===== src/design/awr_pkg.sv =====
// Register map, field layout and carrier types of the auxiliary wake block.
package awr_pkg;

  // Register offsets in the configuration index space.
  localparam logic [7:0] OFF_PIN_MUX = 8'hC0;
  localparam logic [7:0] OFF_OVERRIDE = 8'hC1;
  localparam logic [7:0] OFF_RATE_SHADOW = 8'hC2;
  localparam logic [7:0] OFF_SERIAL1_SHADOW = 8'hC3;
  localparam logic [7:0] OFF_SERIAL2_SHADOW = 8'hC4;
  localparam logic [7:0] OFF_WAKE_CTRL = 8'hC5;
  localparam logic [7:0] OFF_WAKE_FLAG = 8'hC6;
  localparam logic [7:0] OFF_WAKE_STATUS = 8'hC7;
  localparam logic [7:0] OFF_WAKE_ENABLE = 8'hC8;

  // Pin multiplex control.
  localparam logic [7:0] PIN_MUX_MASK = 8'h0A;
  localparam logic [7:0] PIN_MUX_RESET = 8'h02;
  localparam int PIN_MUX_DMA3_BIT = 1;
  localparam int PIN_MUX_KBC_BIT = 3;

  // Disk-change override; bits other than the force bit read as reset.
  localparam logic [7:0] OVERRIDE_RESET = 8'h03;
  localparam logic [7:0] OVERRIDE_FIXED_MASK = 8'hFE;
  localparam int FORCE_BIT = 0;

  // Shadow copies; reserved bits read as zero.
  localparam logic [7:0] RATE_SHADOW_MASK = 8'hDF;
  localparam logic [7:0] FIFO_SHADOW_MASK = 8'hCF;
  localparam logic [7:0] SHADOW_RESET = 8'h00;

  // Wake registers.
  localparam logic [7:0] WAKE_CTRL_MASK = 8'h01;
  localparam logic [7:0] WAKE_FLAG_MASK = 8'h01;
  localparam logic [7:0] WAKE_SRC_MASK = 8'h1E;
  localparam logic [7:0] WAKE_RESET = 8'h00;
  localparam int WAKE_EN_BIT = 0;
  localparam int WAKE_FLAG_BIT = 0;
  localparam int SRC_RING2_BIT = 1;
  localparam int SRC_RING1_BIT = 2;
  localparam int SRC_KEYBOARD_BIT = 3;
  localparam int SRC_MOUSE_BIT = 4;

  typedef struct packed {
    logic strobe;
    logic [7:0] addr;
    logic [7:0] data;
  } awr_write_t;

  typedef struct packed {
    logic strobe;
    logic [7:0] data;
  } awr_shadow_t;

  function automatic logic awrHit(awr_write_t w, logic [7:0] off);
    return w.strobe && (w.addr == off);
  endfunction

endpackage


===== src/design/awr_sync.sv =====
// Two-stage synchroniser for pins that enter the clock domain.
`timescale 1ns/1ns
module awr_sync #(
  parameter int WIDTH = 1,
  parameter logic [WIDTH-1:0] IDLE = '0
) (
  input logic clock,
  input logic nrst,
  input logic [WIDTH-1:0] pinIn,
  output logic [WIDTH-1:0] syncOut
);
  logic [WIDTH-1:0] firstStage;

  // The first stage feeds only the second stage.
  always_ff @(posedge clock or negedge nrst) begin
    if (!nrst) begin
      firstStage <= IDLE;
      syncOut <= IDLE;
    end else begin
      firstStage <= pinIn;
      syncOut <= firstStage;
    end
  end
endmodule


===== src/design/awr_wake.sv =====
// Wake registers and wake event logic, kept on the standby reset only.
`timescale 1ns/1ns
module awr_wake (
  input logic clock,
  input logic nrst,
  input awr_pkg::awr_write_t busWrite,
  input logic [7:0] wakeEvents,
  output logic [7:0] wakeControl,
  output logic [7:0] wakeFlag,
  output logic [7:0] wakeStatus,
  output logic [7:0] wakeEnable,
  output logic wakeFire,
  output logic wakeDrive
);
  import awr_pkg::*;

  logic flagClear;
  logic statusWrite;

  // An enabled source fires whether or not the line itself is enabled.
  assign wakeFire = |(wakeEvents & wakeEnable
    & WAKE_SRC_MASK);
  assign flagClear = awrHit(busWrite, OFF_WAKE_FLAG)
    && busWrite.data[WAKE_FLAG_BIT];
  assign statusWrite = awrHit(busWrite, OFF_WAKE_STATUS);
  assign wakeDrive = wakeFlag[WAKE_FLAG_BIT]
    & wakeControl[WAKE_EN_BIT];

  // None of these see the main-supply reset, only the standby one.
  always_ff @(posedge clock or negedge nrst) begin
    if (!nrst) begin
      wakeControl <= WAKE_RESET;
    end else if (awrHit(busWrite, OFF_WAKE_CTRL)) begin
      wakeControl <= busWrite.data & WAKE_CTRL_MASK;
    end
  end

  always_ff @(posedge clock or negedge nrst) begin
    if (!nrst) begin
      wakeEnable <= WAKE_RESET;
    end else if (awrHit(busWrite, OFF_WAKE_ENABLE)) begin
      wakeEnable <= busWrite.data & WAKE_SRC_MASK;
    end
  end

  // A fire in the clearing cycle keeps the flag set.
  always_ff @(posedge clock or negedge nrst) begin
    if (!nrst) begin
      wakeFlag <= WAKE_RESET;
    end else if (wakeFire) begin
      wakeFlag <= WAKE_FLAG_MASK;
    end else if (flagClear) begin
      wakeFlag <= WAKE_RESET;
    end
  end

  // Sources latch regardless of enables; write-one clears, set wins.
  always_ff @(posedge clock or negedge nrst) begin
    if (!nrst) begin
      wakeStatus <= WAKE_RESET;
    end else if (statusWrite) begin
      wakeStatus <= ((wakeStatus & ~busWrite.data) | wakeEvents)
        & WAKE_SRC_MASK;
    end else begin
      wakeStatus <= (wakeStatus | wakeEvents) & WAKE_SRC_MASK;
    end
  end
endmodule


===== src/design/awr_regs.sv =====
// Top of the auxiliary configuration, shadow and wake register bank.
`timescale 1ns/1ns

// What this block does
// - Software sets force bit; writing zero ignored.
// - Step with drive 0 clears; reset 0x03.
// - Disk-change flag ORs raw input, forced term.
// - Read-only copy of floppy data-rate register.
// - Read-back copies of both serial FIFO controls.
// - Wake line driven only when enable set.
// - Wake registers cleared by standby reset only.
// - Wake flag sets whenever line would assert.
// - Writing one clears flag and releases line.
// - Source status latches events regardless of enables.
// - Write one clears status bit; zero ignored.
// - Enabled source with line enable asserts wake.
// - Disabled source records status, never drives wake.
module awr_regs (
  input logic clock,
  input logic nrst,
  input logic mainPorReset,
  input logic [7:0] regAddr,
  input logic [7:0] regWrData,
  input logic regWr,
  input logic regRd,
  output logic [7:0] regRdData,
  input awr_pkg::awr_shadow_t rateWrite,
  input awr_pkg::awr_shadow_t serial1Write,
  input awr_pkg::awr_shadow_t serial2Write,
  input logic stepPulseN,
  input logic drive0SelectN,
  input logic diskChangeInN,
  input logic ringPort1Wake,
  input logic ringPort2Wake,
  input logic keyboardWake,
  input logic mouseWake,
  output logic diskChangedFlag,
  output logic dma3Select,
  output logic kbcPinSelect,
  output logic wakeLineOut,
  output logic wakeLineOeN
);
  import awr_pkg::*;

  awr_write_t busWrite;
  logic [2:0] floppyPins;
  logic [2:0] floppySync;
  logic [3:0] wakePins;
  logic [3:0] wakeSync;
  logic [7:0] wakeEvents;
  logic stepSync;
  logic drive0Sync;
  logic diskInSync;
  logic stepPrev;
  logic stepClear;
  logic forceSet;
  logic forceChange;
  logic [7:0] pinMux;
  logic [7:0] overrideRead;
  logic [7:0] rateShadow;
  logic [7:0] serial1Shadow;
  logic [7:0] serial2Shadow;
  logic [7:0] wakeControl;
  logic [7:0] wakeFlag;
  logic [7:0] wakeStatus;
  logic [7:0] wakeEnable;
  logic wakeFire;
  logic wakeDrive;
  logic [7:0] next_regRdData;

  assign busWrite = '{strobe: regWr, addr: regAddr, data: regWrData};

  // Floppy pins idle high, so they synchronise from an inactive value.
  assign floppyPins = {stepPulseN, drive0SelectN, diskChangeInN};

  awr_sync #(
    .WIDTH(3),
    .IDLE(3'h7)
  ) u_floppy_sync (
    .clock(clock),
    .nrst(nrst),
    .pinIn(floppyPins),
    .syncOut(floppySync)
  );

  assign stepSync = floppySync[2];
  assign drive0Sync = floppySync[1];
  assign diskInSync = floppySync[0];

  assign wakePins = {mouseWake, keyboardWake, ringPort1Wake, ringPort2Wake};

  awr_sync #(
    .WIDTH(4),
    .IDLE(4'h0)
  ) u_wake_sync (
    .clock(clock),
    .nrst(nrst),
    .pinIn(wakePins),
    .syncOut(wakeSync)
  );

  // Align the sources with their bit positions in the wake registers.
  always_comb begin
    wakeEvents = 8'h00;
    wakeEvents[SRC_RING2_BIT] = wakeSync[0];
    wakeEvents[SRC_RING1_BIT] = wakeSync[1];
    wakeEvents[SRC_KEYBOARD_BIT] = wakeSync[2];
    wakeEvents[SRC_MOUSE_BIT] = wakeSync[3];
  end

  // Only the falling edge of the step pulse counts, so a step held low
  // does not keep eating a force that software sets meanwhile.
  always_ff @(posedge clock or negedge nrst) begin
    if (!nrst) begin
      stepPrev <= 1'b1;
    end else begin
      stepPrev <= stepSync;
    end
  end

  assign stepClear = stepPrev && !stepSync && !drive0Sync;
  assign forceSet = awrHit(busWrite, OFF_OVERRIDE)
    && busWrite.data[FORCE_BIT];

  always_ff @(posedge clock or negedge nrst) begin
    if (!nrst) begin
      pinMux <= PIN_MUX_RESET;
    end else if (mainPorReset) begin
      pinMux <= PIN_MUX_RESET;
    end else if (awrHit(busWrite, OFF_PIN_MUX)) begin
      pinMux <= busWrite.data & PIN_MUX_MASK;
    end
  end

  assign dma3Select = pinMux[PIN_MUX_DMA3_BIT];
  assign kbcPinSelect = pinMux[PIN_MUX_KBC_BIT];

  // A software set in the same cycle as a step wins over the clear.
  always_ff @(posedge clock or negedge nrst) begin
    if (!nrst) begin
      forceChange <= OVERRIDE_RESET[FORCE_BIT];
    end else if (mainPorReset) begin
      forceChange <= OVERRIDE_RESET[FORCE_BIT];
    end else if (forceSet) begin
      forceChange <= 1'b1;
    end else if (stepClear) begin
      forceChange <= 1'b0;
    end
  end

  assign overrideRead = (OVERRIDE_RESET & OVERRIDE_FIXED_MASK)
    | {7'h00, forceChange};

  always_ff @(posedge clock or negedge nrst) begin
    if (!nrst) begin
      diskChangedFlag <= 1'b1;
    end else begin
      diskChangedFlag <= diskInSync | (drive0Sync & forceChange);
    end
  end

  // Shadows exist because the originals cannot be read back.
  always_ff @(posedge clock or negedge nrst) begin
    if (!nrst) begin
      rateShadow <= SHADOW_RESET;
    end else if (rateWrite.strobe) begin
      rateShadow <= rateWrite.data & RATE_SHADOW_MASK;
    end
  end

  always_ff @(posedge clock or negedge nrst) begin
    if (!nrst) begin
      serial1Shadow <= SHADOW_RESET;
    end else if (serial1Write.strobe) begin
      serial1Shadow <= serial1Write.data & FIFO_SHADOW_MASK;
    end
  end

  always_ff @(posedge clock or negedge nrst) begin
    if (!nrst) begin
      serial2Shadow <= SHADOW_RESET;
    end else if (serial2Write.strobe) begin
      serial2Shadow <= serial2Write.data & FIFO_SHADOW_MASK;
    end
  end

  awr_wake u_wake (
    .clock(clock),
    .nrst(nrst),
    .busWrite(busWrite),
    .wakeEvents(wakeEvents),
    .wakeControl(wakeControl),
    .wakeFlag(wakeFlag),
    .wakeStatus(wakeStatus),
    .wakeEnable(wakeEnable),
    .wakeFire(wakeFire),
    .wakeDrive(wakeDrive)
  );

  // The wake line is open drain: it is pulled low or released.
  always_ff @(posedge clock or negedge nrst) begin
    if (!nrst) begin
      wakeLineOut <= 1'b1;
      wakeLineOeN <= 1'b1;
    end else begin
      wakeLineOut <= !wakeDrive;
      wakeLineOeN <= !wakeDrive;
    end
  end

  always_comb begin
    next_regRdData = 8'h00;
    if (regRd) begin
      unique case (regAddr)
        OFF_PIN_MUX: next_regRdData = pinMux;
        OFF_OVERRIDE: next_regRdData = overrideRead;
        OFF_RATE_SHADOW: next_regRdData = rateShadow;
        OFF_SERIAL1_SHADOW: next_regRdData = serial1Shadow;
        OFF_SERIAL2_SHADOW: next_regRdData = serial2Shadow;
        OFF_WAKE_CTRL: next_regRdData = wakeControl;
        OFF_WAKE_FLAG: next_regRdData = wakeFlag;
        OFF_WAKE_STATUS: next_regRdData = wakeStatus;
        OFF_WAKE_ENABLE: next_regRdData = wakeEnable;
        default: next_regRdData = 8'h00;
      endcase
    end
  end

  // Read data stand for one cycle only and are zero otherwise.
  always_ff @(posedge clock or negedge nrst) begin
    if (!nrst) begin
      regRdData <= 8'h00;
    end else begin
      regRdData <= next_regRdData;
    end
  end
endmodule


===== config.mk =====
export PLATFORM = sky130hd
export DESIGN_NAME = awr_regs
export DESIGN_NICKNAME = d
export VERILOG_FILES = /design/src/design/awr_pkg.sv /design/src/design/awr_sync.sv /design/src/design/awr_wake.sv /design/src/design/awr_regs.sv
export SDC_FILE = /design/constraint.sdc
export NUM_CORES = 1
export LEC_CHECK = 0
export BUFFER_PORTS_ARGS = -buffer_cell sky130_fd_sc_hd__buf_2
export CORE_MARGIN = 2
export CORE_UTILIZATION = 35
export CTS_CLUSTER_DIAMETER = 80
export DETAILED_ROUTE_END_ITERATION = 12
export PLACE_DENSITY_LB_ADDON = 0.08
export REMOVE_ABC_BUFFERS = 1
export SYNTH_ARGS = -nofsm -noshare
export SYNTH_HDL_FRONTEND = slang
export SYNTH_SLANG_ARGS = --single-unit

===== constraint.sdc =====
create_clock -name clock -period 3 [get_ports clock]
set_clock_uncertainty 0.2 [all_clocks]
set_input_delay 0.6 -clock clock [delete_from_list [all_inputs] [get_ports clock]]
set_output_delay 0.6 -clock clock [all_outputs]
set_load 0.005 [all_outputs]

==> flow_summary.yaml <==
cts:
  clock_sinks: 56
  clk_latency_ns: 0.31
  cts_buffer_depth: 2
  htree_levels: 2
  cts_hold_buf: 0
  cts_buffers: 5
  cts_resized: 0
  cts-root-buf: "clkbuf_8"
  cts_setup_buffers: 0
  cts_tree: "done"
  clk_pin_slew_ns: 0.10
sta:
  setup_tns_ns: 0
  fin_ws_ns: 1.21
  slew_violations: 0
  rsz0062_at_grt: "no"
  period_share_pct: 59.6
  period_needed_ns: 1.79
  finalSetupViolCount: 0
  finalHoldViolations: 0
  timing.slew.headroom_pct: 58.5
  timing.fmax_ghz: 0.559
  worst_pin_slew_ns: 0.620
critical_path:
  r2r-end: "regRdData[1]"
  crit-reg2reg-launch: "pinMux[1]"
  cp.required_ns: 2.20
  arrival_ns: 0.99
  crit_fanout: 3
  cp_top_family: "flip-flops"
  crit_buf_inv: 1
  crit_path_end_kind: "output port"
  reg2regPathDepth: 4
  crit_type: "flip-flop to output port"
  critPathSlowestCell: "dfstp_2"
  reg2reg_slack_ns: 1.59
  worst-path-stages: 1
  critPathCapture: "dma3Select"
  startpoint: "pinMux[1]"
  cp-start-kind: "flip-flop"
  max_stage_delay_ns: 0.56
  path_cells: "buf_2"
placement:
  place_ws_ns: 0.888
  place.gp.congestion: 0.836
  portBuffers: 58
  hpwl_microns: 3760
yosys:
  yosysSeqAreaShare_pct: 60.0
  syn_area_sq_mm: 0.00236
  synthDistinctLibCells: 39
  synth_fa_ha_area_share_pct: 0
  postSynthCellCount: 177
  ys_warn_count: 0
  syn_area_per_cell_sq_um: 13.3
  synth_flop_cell: "dfrtp_1"
  synth_area_leaders: "dfrtp_1 (48%), mux2_2 (13%), dfstp_2 (12%)"
  synth_top_family_by_area: "multiplexers"
  synth-compound-area-share_pct: 7.53
  synth_xor_xnor_area_share_pct: 0
  synth-simple-area-share_pct: 13.8
  synth-seq-cells: 56
  muxShareOfSynthArea_pct: 15.4
  synth_top_area_share_pct: 47.7
  yosysTopAreaCell: "dfrtp_1"
  synthArstFlopShare_pct: 100
  synth-edff-count: 0
global_route:
  first_global_vias: 1592
  groute.usage.overall_pct: 14.9
  antenna_found_initial: 0
  grt_max_degree: 34
  grt_pass1_wl_microns: 8310
  overflow: 0
layout:
  fill_cells: 627
  final_core_util_pct: 43.4
  area.growth.synth_to_final_pct: 18.1
  final_cell_mix: "buf_2 (58), dfrtp_1 (45), mux2_2 (27), nand2_1 (12), dfstp_2 (11)"
  seq_area_sq_mm: 0.00142
  final_common_cell: "buf_2"
  n_antenna_cell: 0
  multi_input_area_sq_um: 872
  final_layout_size_suffix_gt1_share_pct: 47.4
  finish.net_count: 288
pwr:
  switchingPower_mw: 0.331
  p_int_mw: 1.04
  comb_power_share_pct: 10.6
  power_frac_seq_pct: 60.1
  clockPowerShare_pct: 29.3
  power_density_mw_per_mm2: 492
  switching_share_pct: 24.2
  p_leak_nw: 1.23
  vdd_ir_drop_max_mv: 0.295
floorplanning:
  die-area_sq_mm: 0.00741
  top_level_ports: 68
  core_region_area_sq_mm: 0.00642
  start_util_pct: 36.7
  die_height_microns: 86.1
  fp.dieW_microns: 86.1
  core.rowCount: 29
route:
  ant_nets: 0
  wire_per_inst_microns: 16.3
  vias_per_cell: 5.08
  totalWireLength_microns: 5070
  drt-pass1-iter-count: 4
  drc: 0
  drt-initial-drc-count: 100
  vias: 1581
min_path:
  hp-class: "primary input to async pin"
run_status:
  status: "finished clean"
job:
  maxCapViolCount: 0
[synthesized netlist by cell type (2+ instances only)]
cell type / number
a21o_1: 5
a21oi_1: 5
a22oi_1: 3
a32oi_1: 4
and3_1: 2
buf_2: 3
buf_4: 2
buf_6: 2
clkbuf_1: 3
dfrtp_1: 45
dfstp_2: 11
inv_1: 2
mux2_2: 27
mux2i_1: 6
nand2_1: 12
nand3_1: 2
nand3b_1: 3
nand4_1: 2
nor2_1: 10
nor2b_1: 2
nor3_1: 4
nor3_2: 2
nor3b_1: 3
o21ai_0: 2
[worst min-delay path by stage]
stage / startpoint / end / slack (ns)
2_1_floorplan: nrst / pinMux[3] / 0.10
3_3_place_gp: u_wake_sync.firstStage[1] / u_wake_sync.syncOut[1] / 0.13
3_5_place_dp: u_wake_sync.firstStage[0] / u_wake_sync.syncOut[0] / 0.13
4_1_cts: nrst / u_wake.wakeEnable[2] / 0.08
5_1_grt: nrst / u_wake.wakeEnable[2] / 0.10
6_report: nrst / rateShadow[6] / 0.07
[per-stage QoR]
step	total power, mW	cells	hold slack, ns	area (sq um)
6_report	1.37	311	0.0732	2790
5_1_grt	1.45	311	0.101	2790
4_1_cts	1.40	311	0.0827	2790
3_5_place_dp	0.988	303	0.135	2700
3_3_place_gp	0.986	303	0.132	2700
2_1_floorplan	0.899	167	0.104	2290
[cell type report]
class	instances	share of cell area (%)
clock buffers	6	2.60
well taps	77	3.46
repair buffers	59	11.1
multi-input cells	109	31.3
clock inverters	2	0.449
flip-flops and latches	56	50.8
inverters	2	0.269
[cells by family after synthesis]
group	Yosys count
AO/OA/AOI/OAI	25
buffers and inverters	12
flip-flops	56
multiplexers	33
other	1
AND/OR/NAND/NOR	50
[per-layer routing]
metal	track usage, %	part of all wire (%)	up-vias
met2	23.2	48	43
met5	0	0	-
met3	4.43	4.3	6
li1	-	-	744
met1	20.5	47	788
met4	3.90	1.1	0
[sequential cells by signal, indices dropped and copies added (netlist names)]
register,cells
rateShadow,7
regRdData,7
serial1Shadow,6
serial2Shadow,6
u_wake.wakeEnable,4
u_wake.wakeStatus,4
u_wake_sync.firstStage,4
u_wake_sync.syncOut,4
u_floppy_sync.firstStage,3
u_floppy_sync.syncOut,3
pinMux,2
diskChangedFlag,1
forceChange,1
stepPrev,1
u_wake.wakeControl,1
u_wake.wakeFlag,1
wakeLineOeN,1
[power by group through the flow]
stage,combinational [mW],clock (mW),sequential (mW)
6_report,0.145,0.402,0.824
5_1_grt,0.163,0.452,0.830
4_1_cts,0.149,0.424,0.825
3_5_place_dp,0.149,0,0.840
3_3_place_gp,0.148,0,0.838
2_1_floorplan,0.0684,0,0.831
Power figures use the tool's default switching activity.
